**src/pkg/wfmr_pkg.sv**
```systemverilog
package wfmr_pkg;

  // ---------------------------------------------------------------
  // Register indices (byte address is four times the index)
  // ---------------------------------------------------------------
  localparam int          IDX_W           = 7;
  localparam logic [6:0]  OFF_AMP_CFG     = 7'h33;
  localparam logic [6:0]  OFF_AMP_REF     = 7'h34;
  localparam logic [6:0]  OFF_AMP_AVG     = 7'h35;
  localparam logic [6:0]  OFF_AMP_LAST    = 7'h36;
  localparam logic [6:0]  OFF_PH_CFG      = 7'h37;
  localparam logic [6:0]  OFF_PH_REF      = 7'h38;
  localparam logic [6:0]  OFF_PH_AVG      = 7'h39;
  localparam logic [6:0]  OFF_PH_LAST     = 7'h3A;
  localparam logic [6:0]  OFF_DRV_RESTORE = 7'h38;
  localparam logic [6:0]  OFF_OSC_TRIM    = 7'h39;
  localparam logic [6:0]  SPACE_B_BASE    = 7'h40;
  localparam logic [6:0]  OFF_IRQ_STATUS  = 7'h50;
  localparam logic [6:0]  OFF_IRQ_MASK    = 7'h51;

  // ---------------------------------------------------------------
  // Field positions and reset values
  // ---------------------------------------------------------------
  localparam int          DRV_RESTORE_LSB = 4;
  localparam int          AVG_SHIFT_MIN   = 2;
  localparam logic [7:0]  RST_BYTE        = 8'h00;
  localparam logic [3:0]  RST_NIBBLE      = 4'h0;
  localparam logic [2:0]  RST_TRIM        = 3'h0;
  localparam logic [1:0]  RST_IRQ         = 2'h0;
  localparam int          CH_AMP          = 0;
  localparam int          CH_PHASE        = 1;
  localparam int          N_CH            = 2;

  // Channel configuration byte, MSB first
  typedef struct packed {
    logic [3:0] delta_threshold;
    logic       include_trigger;
    logic [1:0] average_weight;
    logic       reference_select;
  } wfmr_cfg_s;

  // One measurement from the analog front end
  typedef struct packed {
    logic       valid;
    logic [7:0] value;
  } wfmr_meas_s;

endpackage

```
**src/hdl/wfmr_top.sv**
```systemverilog
`timescale 1ns/1ps
`default_nettype none
module wfmr_top
  import wfmr_pkg::*;
#(
  parameter int ADDR_W = 12
) (
  // Clock, reset, enable
  input  wire logic              CLOCK,
  input  wire logic              RST_N,
  input  wire logic              CLK_EN,
  // APB slave
  input  wire logic              PSEL,
  input  wire logic              PENABLE,
  input  wire logic              PWRITE,
  input  wire logic [ADDR_W-1:0] PADDR,
  input  wire logic [31:0]       PWDATA,
  output logic      [31:0]       PRDATA,
  output logic                   PREADY,
  output logic                   PSLVERR,
  // Measurement results
  input  wire wfmr_meas_s        MEAS_AMP,
  input  wire wfmr_meas_s        MEAS_PHASE,
  // Oscillator trim from the calibration block
  input  wire logic [2:0]        OSC_TRIM_CODE,
  // Transmitter timing and interrupt
  output logic      [3:0]        DRIVER_RESTORE_DELAY,
  output logic                   IRQ
);

  // Refuse an address bus too narrow for the register indices
  generate
    if (ADDR_W < IDX_W + 2) begin : g_addr_check
      $error("ADDR_W too small for the register map");
    end
  endgenerate

  // ---------------------------------------------------------------
  // Functions
  // ---------------------------------------------------------------
  // Moves the average toward the new value by (new - old) / 2^(weight + 2)
  function automatic logic [7:0] avg_step(input logic [7:0] old_v,
                                          input logic [7:0] new_v,
                                          input logic [1:0] wcode);
    logic signed [9:0] d;
    logic signed [9:0] s;
    logic        [9:0] sum;
    d   = $signed({2'b00, new_v}) - $signed({2'b00, old_v});
    s   = d >>> (AVG_SHIFT_MIN + int'(wcode));
    sum = {2'b00, old_v} + s;
    return sum[7:0];
  endfunction

  // Absolute difference of two bytes
  function automatic logic [7:0] abs_diff(input logic [7:0] a,
                                          input logic [7:0] b);
    return (a >= b) ? (a - b) : (b - a);
  endfunction

  // ---------------------------------------------------------------
  // APB decode
  // ---------------------------------------------------------------
  logic              pready_r;
  logic              pslverr_r;
  logic [31:0]       prdata_r;
  logic [7:0]        rd_byte;
  logic              rd_hit;

  wire               acc_phase = PSEL && PENABLE;
  wire               acc_first = acc_phase && !pready_r;
  wire               acc_done  = acc_phase && pready_r;
  wire [IDX_W-1:0]   idx       = PADDR[IDX_W+1:2];
  wire               addr_ok   = (PADDR[1:0] == 2'b00) &&
                                 ((PADDR >> (IDX_W + 2)) == '0);
  wire               wr_go     = acc_done && PWRITE && !pslverr_r;
  wire [7:0]         wbyte     = PWDATA[7:0];

  wire               wr_amp_cfg = wr_go && (idx == OFF_AMP_CFG);
  wire               wr_amp_ref = wr_go && (idx == OFF_AMP_REF);
  wire               wr_ph_cfg  = wr_go && (idx == OFF_PH_CFG);
  wire               wr_ph_ref  = wr_go && (idx == OFF_PH_REF);
  wire               wr_drv     = wr_go && (idx == SPACE_B_BASE + OFF_DRV_RESTORE);
  wire               wr_stat    = wr_go && (idx == OFF_IRQ_STATUS);
  wire               wr_mask    = wr_go && (idx == OFF_IRQ_MASK);

  wire [N_CH-1:0]    wr_cfg = {wr_ph_cfg, wr_amp_cfg};
  wire [N_CH-1:0]    wr_ref = {wr_ph_ref, wr_amp_ref};

  // ---------------------------------------------------------------
  // Measurement channels
  // ---------------------------------------------------------------
  wfmr_meas_s        meas   [N_CH];
  wfmr_cfg_s         cfg_q  [N_CH];
  logic [7:0]        ref_q  [N_CH];
  logic [7:0]        avg_q  [N_CH];
  logic [7:0]        last_q [N_CH];
  logic [N_CH-1:0]   hit;

  assign meas[CH_AMP]   = MEAS_AMP;
  assign meas[CH_PHASE] = MEAS_PHASE;

  genvar g;
  generate
    for (g = 0; g < N_CH; g++) begin : g_ch
      wfmr_cfg_s   cfg_r;
      logic [7:0]  ref_r;
      logic [7:0]  avg_r;
      logic [7:0]  last_r;

      // Reference: software value or running average
      wire [7:0] cmp_ref = cfg_r.reference_select ? avg_r : ref_r;
      wire       trig    = meas[g].valid &&
                           (abs_diff(meas[g].value, cmp_ref) >
                            {4'h0, cfg_r.delta_threshold});
      wire       admit   = meas[g].valid &&
                           (!trig || cfg_r.include_trigger);
      wire [7:0] avg_nxt = avg_step(avg_r, meas[g].value, cfg_r.average_weight);

      always_ff @(posedge CLOCK) begin
        if (!RST_N) begin
          cfg_r  <= wfmr_cfg_s'(RST_BYTE);
          ref_r  <= RST_BYTE;
        end else if (CLK_EN) begin
          if (wr_cfg[g]) begin
            cfg_r <= wfmr_cfg_s'(wbyte);
          end
          if (wr_ref[g]) begin
            ref_r <= wbyte;
          end
        end
      end

      always_ff @(posedge CLOCK) begin
        if (!RST_N) begin
          avg_r  <= RST_BYTE;
          last_r <= RST_BYTE;
        end else if (CLK_EN) begin
          if (meas[g].valid) begin
            last_r <= meas[g].value;
          end
          if (admit) begin
            avg_r <= avg_nxt;
          end
        end
      end

      assign cfg_q[g]  = cfg_r;
      assign ref_q[g]  = ref_r;
      assign avg_q[g]  = avg_r;
      assign last_q[g] = last_r;
      assign hit[g]    = trig;
    end
  endgenerate

  // ---------------------------------------------------------------
  // Edge timing and oscillator trim
  // ---------------------------------------------------------------
  logic [3:0]  drv_restore_r;
  logic [2:0]  trim_s1_r;
  logic [2:0]  trim_s2_r;
  logic [2:0]  trim_s3_r;
  logic [2:0]  trim_r;

  always_ff @(posedge CLOCK) begin
    if (!RST_N) begin
      drv_restore_r <= RST_NIBBLE;
    end else if (CLK_EN && wr_drv) begin
      // Low reserved bits are not stored and read back as zero
      drv_restore_r <= wbyte[DRV_RESTORE_LSB +: 4];
    end
  end

  // Trim code settles only when the last two stages agree
  always_ff @(posedge CLOCK) begin
    if (!RST_N) begin
      trim_s1_r <= RST_TRIM;
      trim_s2_r <= RST_TRIM;
      trim_s3_r <= RST_TRIM;
      trim_r    <= RST_TRIM;
    end else if (CLK_EN) begin
      trim_s1_r <= OSC_TRIM_CODE;
      trim_s2_r <= trim_s1_r;
      trim_s3_r <= trim_s2_r;
      if (trim_s2_r == trim_s3_r) begin
        trim_r <= trim_s3_r;
      end
    end
  end

  // ---------------------------------------------------------------
  // Interrupt status and mask
  // ---------------------------------------------------------------
  logic [1:0]  irq_stat_r;
  logic [1:0]  irq_mask_r;
  logic        irq_r;

  // Set wins over a write-one-to-clear in the same cycle
  wire [1:0] stat_clr = wr_stat ? wbyte[1:0] : 2'b00;
  wire [1:0] stat_nxt = (irq_stat_r & ~stat_clr) | hit;
  wire [1:0] mask_nxt = wr_mask ? wbyte[1:0] : irq_mask_r;

  always_ff @(posedge CLOCK) begin
    if (!RST_N) begin
      irq_stat_r <= RST_IRQ;
      irq_mask_r <= RST_IRQ;
      irq_r      <= 1'b0;
    end else if (CLK_EN) begin
      irq_stat_r <= stat_nxt;
      irq_mask_r <= mask_nxt;
      irq_r      <= |(stat_nxt & mask_nxt);
    end
  end

  // ---------------------------------------------------------------
  // Read mux
  // ---------------------------------------------------------------
  always_comb begin
    rd_hit  = 1'b1;
    rd_byte = RST_BYTE;
    case (idx)
      OFF_AMP_CFG:                    rd_byte = cfg_q[CH_AMP];
      OFF_AMP_REF:                    rd_byte = ref_q[CH_AMP];
      OFF_AMP_AVG:                    rd_byte = avg_q[CH_AMP];
      OFF_AMP_LAST:                   rd_byte = last_q[CH_AMP];
      OFF_PH_CFG:                     rd_byte = cfg_q[CH_PHASE];
      OFF_PH_REF:                     rd_byte = ref_q[CH_PHASE];
      OFF_PH_AVG:                     rd_byte = avg_q[CH_PHASE];
      OFF_PH_LAST:                    rd_byte = last_q[CH_PHASE];
      SPACE_B_BASE + OFF_DRV_RESTORE: rd_byte = {drv_restore_r, 4'h0};
      SPACE_B_BASE + OFF_OSC_TRIM:    rd_byte = {5'h00, trim_r};
      OFF_IRQ_STATUS:                 rd_byte = {6'h00, irq_stat_r};
      OFF_IRQ_MASK:                   rd_byte = {6'h00, irq_mask_r};
      default:                        rd_hit  = 1'b0;
    endcase
  end

  // ---------------------------------------------------------------
  // APB response: one wait state, writes land on the ready edge
  // ---------------------------------------------------------------
  always_ff @(posedge CLOCK) begin
    if (!RST_N) begin
      pready_r  <= 1'b0;
      pslverr_r <= 1'b0;
      prdata_r  <= 32'h0000_0000;
    end else if (CLK_EN) begin
      if (acc_first) begin
        pready_r  <= 1'b1;
        pslverr_r <= !(addr_ok && rd_hit);
        prdata_r  <= (addr_ok && rd_hit && !PWRITE) ? {24'h00_0000, rd_byte} : 32'h0000_0000;
      end else begin
        pready_r  <= 1'b0;
        pslverr_r <= 1'b0;
        prdata_r  <= 32'h0000_0000;
      end
    end
  end

  assign PREADY               = pready_r;
  assign PSLVERR              = pslverr_r;
  assign PRDATA               = prdata_r;
  assign DRIVER_RESTORE_DELAY = drv_restore_r;
  assign IRQ                  = irq_r;

endmodule
`default_nettype wire

```
**config.mk**
```make
export PLATFORM = sky130hd
export DESIGN_NAME = wfmr_top
export DESIGN_NICKNAME = d
export VERILOG_FILES = /design/src/pkg/wfmr_pkg.sv /design/src/hdl/wfmr_top.sv
export SDC_FILE = /design/constraint.sdc
export NUM_CORES = 1
export LEC_CHECK = 0
export CORE_ASPECT_RATIO = 1.2
export CORE_MARGIN = 5
export CORE_UTILIZATION = 50
export CTS_CLUSTER_SIZE = 40
export DETAILED_ROUTE_END_ITERATION = 8
export DONT_BUFFER_PORTS = 1
export SYNTH_ARGS = -nofsm -noshare
export SYNTH_HDL_FRONTEND = slang
export SYNTH_SLANG_ARGS = --single-unit
export TNS_END_PERCENT = 1
```
**constraint.sdc**
```tcl
create_clock -name CLOCK -period 12.52 [get_ports CLOCK]
set_input_delay 2.504 -clock CLOCK [delete_from_list [all_inputs] [get_ports CLOCK]]
set_output_delay 2.504 -clock CLOCK [all_outputs]
set_load 0.005 [all_outputs]
```
* Yosys cells after proc, flatten, opt, wreduce, memory -nomap -nowiden
Cells that the tools add are included.
** Operators by class
- Reductions and logical operators :: 41
- Shift-type cells :: 2
- Bitwise logic cells :: 4
- Add/subtract/negate cells :: 10
- Equal/unequal tests :: 13
- Order comparisons :: 4
- Muxes and demuxes :: 12
** Operators by type and width (number)
- case mux 8 bit (12 select lines) :: 1
- equality test 7 x 6 -> 1 bit (second input constant) :: 8
- 2-to-1 mux 8 bit :: 6
- subtractor 8 bit :: 4
- equality test 7 bit (second input constant) :: 4
- logical AND 1 bit :: 20
- AND reduction 2 bit :: 9
- >>> shifter 9 x 3 -> 8 bit :: 2
- subtractor 8 x 8 -> 9 bit :: 2
- adder 8 bit :: 2
- >= comparator 8 bit :: 2
- greater-than comparator 8 x 4 -> 1 bit :: 2
- zero test 12 bit :: 1
- OR reduction 12 bit :: 1
- adder 2 x 2 -> 3 bit (first input constant) :: 2
- zero test 1 bit :: 6
- AND 2 bit :: 2
- 2-to-1 mux 2 bit :: 2
- equality test 3 bit :: 1
- 2-to-1 mux 1 bit :: 3
- zero test 2 bit :: 1
- logical OR 1 bit :: 2
- inverter 2 bit :: 1
- OR 2 bit :: 1
- OR reduction 2 bit :: 1
** Word-level totals
- Input port bits :: 71
- Logic and storage cells :: 111
- Bits in registers :: 119

* Logic depth before layout (Yosys ltp)
Gate-level depths: netlist (run 1).
- Depth after elaboration :: 11
- Depth in mapped cells :: 21
- Gate-level depth less buffers :: 19

* Least setup slack after synthesis (run 1)
No wires, ideal clock.
- Kind :: in2reg
- Start :: input MEAS_PHASE[0] (netlist bit)
- End :: register g_ch[1].avg_r[7]
- Library setup time :: 70 ps
- Path slack :: 6451 ps
- Data arrival time :: 5999 ps
- Stages on the path :: 18
- Path through :: inv_1 ha_1 inv_1 fa_1 a21o_1 a211o_1 a221o_2 a211oi_1 a21oi_1 xor2_1 ha_1 a21oi_1 o21ai_0 a221oi_1 and4b_4 a221oi_4 or3_1 a21oi_1
** Between the ends
- Word-level cells in the longest chain between the ends :: 8
- Elaborated cells on any way between the ends :: 13
- Classes of those cells :: 4 x add/sub; 2 x order compare; 1 x shift; 1 x mux; 5 x reduce/logical
** RTL lines
- from (decl) :: RTL line wfmr_top.sv:23 : input wire wfmr_meas_s MEAS_PHASE,
- subtractor 8 bit or >= comparator 8 bit (tied branches) :: RTL line wfmr_top.sv:57 : return (a >= b) ? (a - b) : (b - a);
- 2-to-1 mux 8 bit :: RTL line wfmr_top.sv:57
- greater-than comparator 8 x 4 -> 1 bit :: RTL line wfmr_top.sv:113 : (abs_diff(meas[g].value, cmp_ref) >
- logical AND 1 bit :: RTL line wfmr_top.sv:112 : wire trig = meas[g].valid &&
- zero test 1 bit :: RTL line wfmr_top.sv:116 : (!trig || cfg_r.include_trigger);
- logical OR 1 bit :: RTL line wfmr_top.sv:116
- logical AND 1 bit :: RTL line wfmr_top.sv:115 : wire admit = meas[g].valid &&
- AND reduction 2 bit (no source line)
- to (signal assigned) :: RTL line wfmr_top.sv:142 : avg_r <= avg_nxt;
- to (decl) :: RTL line wfmr_top.sv:107 : logic [7:0] avg_r;
Several ways; a longest one is shown, not always the timed one.
A chain may end at the register's enable or synchronous reset.

* Final worst setup path (run 1)
- Start :: input MEAS_PHASE[0] (netlist bit)
- End :: register irq_r (netlist: IRQ)
** Between the ends
- Word-level cells in the longest chain between the ends :: 7
- Elaborated cells on any way between the ends :: 9
- Classes of those cells :: 2 x add/sub; 2 x order compare; 1 x mux; 2 x bitwise; 2 x reduce/logical
** RTL lines
- subtractor 8 bit or >= comparator 8 bit (tied branches) :: RTL line wfmr_top.sv:57
- 2-to-1 mux 8 bit * :: RTL line wfmr_top.sv:57
- greater-than comparator 8 x 4 -> 1 bit * :: RTL line wfmr_top.sv:113
- logical AND 1 bit * :: RTL line wfmr_top.sv:112
- OR 2 bit * :: RTL line wfmr_top.sv:199 : wire [1:0] stat_nxt = (irq_stat_r & ~stat_clr) | hit;
- AND 2 bit * :: RTL line wfmr_top.sv:210 : irq_r <= |(stat_nxt & mask_nxt);
- OR reduction 2 bit * :: RTL line wfmr_top.sv:210
- to (signal assigned) :: RTL line wfmr_top.sv:210
- to (decl) :: RTL line wfmr_top.sv:195 : logic irq_r;
Every way passes the cells marked *; elsewhere a longest branch is shown, timed or not.

==> results.toml, run 1 <==
[sta]
fin_crit_sh_pct = 50.2
timing.fmax_mhz = 159
setup_viol = 0
rsz0062_at_grt = "false"
final_hold_viol_count = 0
timing.slew.headroom_pct = 28.6
timing.setup.tns_ns = 0
worst_slack_ns = 6.23
period_needed_ns = 6.29
drv_slew = 0
finClkSkew_ns = 0.00836
worst_slew_pin_slew_ns = 1.07

[critical_path]
critPathLaunchType = "input port"
setup.worst_path.class = "in2reg"
critical_path_required_ns = 12.73
worst_setup_path_end_kind = "flop"
worstPathArrival_ns = 6.50
cp_max_fo = 4

[finish]
seqCellArea_um2 = 1900
n_antenna_cell = 0
layout_commonest_cell = "nand2_1"
multi_input_area_um2 = 5250
syn_to_final_growth_pct = 3.62
layout-drive-gt1-share_pct = 7.55
num-nets-final = 1052
nFillCells = 1480
final_cell_mix = "nand2_1, dfxtp_1, nor2_1"

[placed_design]
place_congestion = 0.889
place_worst_setup_slack_ns = 5.88
port_buffers = 0
dp.final_hpwl_um = 16900

[global_routing]
grt_pass1_vias = 6466
gr-usage-all-layers_pct = 23.4
grt_max_degree = 91
grt_pass1_wl_um = 34000
grt-ovfl-total = 0
antenna_found_initial = 0

[drt]
wl_met1_um = 8690
wl_met3_um = 1050
wl_um = 21100
routedWlPerCell_um = 18.8
drt_pass1_iterations = 6
wl_met2_um = 10400
drt_iter0_drc = 405
top_layer_used = "met4"
ant_nets = 0
drc_errors = 0
avgViaCountPerCell = 5.87
vias = 6564

[logic_synthesis]
synthAdderAreaFrac_pct = 12.3
synth.cell_area_um2 = 7700
synth_compound_area_share_pct = 20.2
synthMuxAreaShare_pct = 13.3
yosysSeqAreaShare_pct = 24.7
netlist_instances = 938
synth_top_family_by_area = "compound AO/OA/AOI/OAI gates"
yosys_most_used_dff = "dfxtp_1"
synth_seq_cells = 95
synth_edf_count = 0
synth-simple-area-share_pct = 17.9
async_flop_share_pct = 0
syn_avg_cell_area_um2 = 8.21
yosysWarnings = 0
synth.distinct_cells = 80
synth_xor_area_share_pct = 3.18

[clocking]
ctsHoldBuffers = 0
cts.sinks = 95
numCtsBuffers = 9
cts.repair.resized = 0
cts_tree = "done"
cts-root-buf = "clkbuf_16"
htreeDepth = 3
clkLatencyLatePin_ns = 0.34
post_cts_buffers = 0
clkTransAtPathRegs_ns = 0.07
cts_buffer_depth = 2

[worst_hold_path]
hold_path.class = "reg2reg"

[die]
num_io_pins = 110
core_um2 = 15100
dieArea_um2 = 18000
die_width_um = 123
fp.dieH_um = 146
std_cell_rows = 49
start_util_pct = 51.1

[pwr]
p_leak_uw = 0.00317
power.density_nw_per_um2 = 89.4
irDropWorstVdd_uv = 62.3

[status]
outcome = "completed"

[run]
max_cap_violations = 0
[registers in the layout (all words and copies together), names as in the netlist, 4 cells and up]
signal	flops
DRIVER_RESTORE_DELAY	4
PRDATA	8
cfg_q	16
g_ch.avg_r	16
g_ch.last_r	16
g_ch.ref_r	16
[critical path: stages]
cell      delay (ns)
inv_1           0.03
ha_1            0.15
inv_1           0.06
fa_1            0.39
a21o_1          0.19
a211o_1         0.35
a221o_2         0.42
a211oi_1        0.21
a21oi_1         0.07
xor2_1          0.15
ha_1            0.32
a21oi_1         0.15
o21ai_0         0.17
a221oi_1        0.36
nor2b_1         0.17
a22oi_1         0.17
a221oi_1        0.47
o32ai_1         0.14
[routing by layer]
metal  global-route usage, %  up-vias
li1                        -     3216
met1                    28.0     3146
met2                    40.1      162
met3                    4.59       40
met4                    10.2        0
met5                       0        -
[synthesized netlist by cell type (3+ instances only)]
cell type / n / area share [%]
a211oi_1: 9 / 0.88
a21o_1: 26 / 2.5
a21oi_1: 78 / 5.1
a221o_2: 3 / 0.44
a221oi_1: 6 / 0.68
a222oi_1: 8 / 1.0
a22oi_1: 6 / 0.58
a31o_2: 3 / 0.34
a31oi_1: 7 / 0.57
and2_1: 5 / 0.41
and3_1: 4 / 0.32
buf_2: 5 / 0.32
buf_4: 24 / 2.3
buf_6: 4 / 0.58
clkbuf_1: 28 / 1.4
dfxtp_1: 95 / 25
fa_1: 6 / 1.6
ha_1: 66 / 11
inv_1: 65 / 3.2
mux2_2: 8 / 1.2
mux2i_1: 80 / 10
mux4_2: 6 / 1.8
nand2_1: 103 / 5.0
nand2b_1: 13 / 1.1
nand3_1: 4 / 0.26
nand3b_1: 3 / 0.29
nand4_1: 11 / 0.89
nand4b_1: 3 / 0.34
nor2_1: 94 / 4.6
nor2b_1: 9 / 0.73
nor3_1: 16 / 1.0
o21a_1: 8 / 0.78
o21ai_0: 34 / 2.2
o22ai_1: 3 / 0.24
o311a_1: 4 / 0.52
o31ai_2: 4 / 0.65
or3_1: 5 / 0.41
xnor2_1: 20 / 2.3
xor2_1: 8 / 0.91
[power breakdown]
group	internal [uW]	switching, uW
logic	48.8	65.9
registers	307	3.39
clock network	160	129
[area by class of cell]
cell class / count / share of cell area, %
tap: 204 / 3.20
timing repair buffer: 2 / 0.188
sequential: 95 / 23.8
clock buffer: 9 / 2.82
inverter: 66 / 3.10
clock inverter: 7 / 1.10
multi-input combinational: 735 / 65.8
[through the flow]
stage	util, %	hold slack (ns)	cell area [um2]	power [uW]	cells
6_report	52.9	0.462	7980	714	1118
5_1_grt	52.9	0.478	7980	749	1118
4_1_cts	52.9	0.461	7980	716	1118
3_5_place_dp	50.8	0.451	7670	431	1102
3_3_place_gp	50.8	0.442	7670	427	1102
2_1_floorplan	-	0.430	7790	420	961
[path summary, 6_finish.rpt]
check                     from                 to  slack (ns)  depth (start not counted)
min          g_ch[1].last_r[1]  g_ch[1].last_r[1]        0.46                          2
min reg2reg  g_ch[1].last_r[1]  g_ch[1].last_r[1]        0.46                          2
max reg2reg           cfg_q[0]                IRQ        7.24                         17
max              MEAS_PHASE[0]                IRQ        6.23                         18
[cells by family (layout without fill, tap and decap cells)]
family | count (synthesis) | after routing
AO/OA/AOI/OAI | 224 | 224
XOR/XNOR | 28 | 28
adder cells (fa/ha/maj) | 72 | 72
buffers and inverters | 131 | 84
flip-flops | 95 | 95
multiplexers | 94 | 94
other | 1 | 24
AND/OR/NAND/NOR | 293 | 293
Power figures use the tool's default switching activity.
==> run 2: changes to the inputs <==
--- a/config.mk
+++ b/config.mk
@@ -5,6 +5,7 @@
 export SDC_FILE = /design/constraint.sdc
 export NUM_CORES = 1
 export LEC_CHECK = 0
+export ABC_AREA = 1
 export CORE_ASPECT_RATIO = 1.2
 export CORE_MARGIN = 5
 export CORE_UTILIZATION = 50
==> constraint.sdc (replaced) <==
create_clock -name CLOCK -period 6.1 [get_ports CLOCK]
set_input_delay 1.22 -clock CLOCK [delete_from_list [all_inputs] [get_ports CLOCK]]
set_output_delay 1.22 -clock CLOCK [all_outputs]
set_load 0.005 [all_outputs]
==> results.toml, run 2 <==
[clocking]
ctsHoldBuffers = 0
cts.repair.resized = 0
clkLatencyLatePin_ns = 0.36
htreeDepth = 3
cts-root-buf = "clkbuf_16"
numCtsBuffers = 9
cts.sinks = 95
cts_buffer_depth = 2
clkTransAtPathRegs_ns = 0.07
cts_tree = "done"
post_cts_buffers = 0

[drt]
routedWlPerCell_um = 15.5
drt_iter0_drc = 459
vias = 7231
drt_pass1_iterations = 5
ant_nets = 0
wl_um = 21200
drc_errors = 0
avgViaCountPerCell = 5.27

[global_routing]
antenna_found_initial = 0
grt_max_degree = 77
grt_pass1_vias = 6843
met2_usage_pct = 44.3
groute.layer.met3.usage_pct = 4.32
gr-usage-all-layers_pct = 24.4
grt_use_met1_pct = 28.1
grt-ovfl-total = 0
grt_pass1_wl_um = 34100
busiest_layer = "met2"

[critical_path]
critPathLaunchType = "flop"
worst_setup_path_end_kind = "flop"
cp_max_fo = 18
worstPathArrival_ns = 4.26
critical_path_required_ns = 6.31
r2r_cells = 21
cp_top_family = "compound AO/OA/AOI/OAI gates"
setup.worst_path.class = "reg2reg"
worst-path-stages = 21
critical-path-max-stage-delay_ns = 0.67
critPathSlowestCell = "dfxtp_1"
cp_cell_sequence = "o21ai_0, inv_1, ha_1, inv_1, fa_1, nand3_1, nand3_1, o21ai_0, nand2_1, o21ai_0, xor2_1, inv_1, ha_1, a21oi_1, o21ai_0, o21ai_0, nand3_2, nand2_4, nand2_4, nand2_1, a21oi_1"
cpMostUsedCell = "o21ai_0"
worst-path-buf-inv = 3

[worst_hold_path]
hold_path.class = "reg2reg"
whs_path_depth = 2

[logic_synthesis]
synth_edf_count = 0
yosysSeqAreaShare_pct = 25.1
yosys_most_used_dff = "dfxtp_1"
synth.cell_area_um2 = 7570
synth.most_common_cell = "nand2_1"
synthTopCellsByCount = "nand2_1, inv_1, o21ai_0"
synthMuxAreaShare_pct = 0
async_flop_share_pct = 0
netlist_instances = 1184
synth_compound_area_share_pct = 19.7
synth-simple-area-share_pct = 26.4
synth_area_leader_cell = "dfxtp_1"
syn_avg_cell_area_um2 = 6.39
yosysWarnings = 0
synth_top_family_by_area = "simple AND/OR/NAND/NOR gates"
synth_seq_cells = 95
yosys.area.top_type_share_pct = 25.1
synth.distinct_cells = 46
synthAdderAreaFrac_pct = 12.5
yosys-top-cells-area = "dfxtp_1, nand2_1, ha_1"
synth_xor_area_share_pct = 3.01

[sta]
drv_slew = 0
timing.slew.headroom_pct = 46.2
setup_viol = 0
fin_crit_sh_pct = 66.4
timing.fmax_mhz = 247
finClkSkew_ns = 0.00914
period_needed_ns = 4.05
worst_slew_pin_slew_ns = 0.806
final_hold_viol_count = 0
timing.setup.tns_ns = 0
rsz0062_at_grt = "false"

[finish]
nFillCells = 1630
layout_commonest_cell = "nand2_1"
n_antenna_cell = 0
seqCellArea_um2 = 1900
layout-drive-gt1-share_pct = 3.34
multi_input_area_um2 = 4760
num-nets-final = 1308
final_cell_mix = "nand2_1, inv_1, o21ai_0"
syn_to_final_growth_pct = 4.18

[die]
die_width_um = 122
core_um2 = 15000
std_cell_rows = 49
num_io_pins = 110
fp.dieH_um = 145
dieArea_um2 = 17700
start_util_pct = 50.6

[run]
max_cap_violations = 0

[placed_design]
dp.final_hpwl_um = 17000
place_congestion = 0.965
port_buffers = 0

[pwr]
power.density_nw_per_um2 = 189
p_leak_uw = 0.00381
p_total_uw = 1490
irDropWorstVdd_uv = 125

[status]
outcome = "completed"
[run 2: cell types whose count changed after synthesis, sizes merged, moves of 13 or more]
cell,delta
nand2,+172
a21oi,+31
o21ai,+88
a21o,-27
inv,+114
nand3,+58
mux2i,-80
nor2,+16
nand2b,-13
[run 2: layer usage]
metal	up-vias	share of wire, %
li1	3767	-
met1	3266	41
met2	160	51
met3	38	4.7
met4	0	3.5
met5	-	0
[run 2: worst paths after layout]
check / startpoint / endpoint / slack, ns
worst max-delay path: cfg_q[8] / g_ch[0].avg_r[0] / 2.05
worst min-delay path: g_ch[1].last_r[1] / g_ch[1].last_r[1] / 0.46
worst max register to register: cfg_q[8] / g_ch[0].avg_r[0] / 2.05
worst min register to register: g_ch[1].last_r[1] / g_ch[1].last_r[1] / 0.46
[run 2: where the power goes]
group | switching [uW] | internal, uW | leakage [uW]
combinational | 184 | 111 | 0.00291
sequential | 14.4 | 639 | 0.000772
clock | 262 | 281 | 0.000131
total | 461 | 1030 | 0.00381
[run 2: cell type report]
type / count / share of cell area (%)
clock inverter: 6 / 0.666
multi-input combinational: 876 / 60.3
sequential: 95 / 24.1
inverter: 182 / 8.69
tap: 204 / 3.24
timing repair buffer: 1 / 0.0952
clock buffer: 9 / 2.86
[run 2: per-stage QoR]
stage	setup WS, ns	hold WS, ns	instance area [um2]	utilization, %	instances
3_3_place_gp	1.75	0.444	7610	50.9	1358
6_report	2.05	0.462	7890	52.7	1373
5_1_grt	1.61	0.495	7890	52.7	1373
2_1_floorplan	2.27	0.430	7660	-	1207
4_1_cts	2.01	0.467	7890	52.7	1373
3_5_place_dp	1.73	0.456	7610	50.9	1358
[run 2: cell families (layout without fill, tap and decap cells)]
kind of cell | count (synthesis) | in the layout
compound gates | 276 | 276
xor+xnor | 26 | 26
buf+inv | 236 | 198
flops | 95 | 95
other cells | 1 | 24
fa+ha+maj | 72 | 72
simple gates | 478 | 478
[run 2: worst min-delay path, stage by stage, from the launching register on]
cell	delay [ns]
dfxtp_1	0.30
inv_1	0.06
a21oi_1	0.06
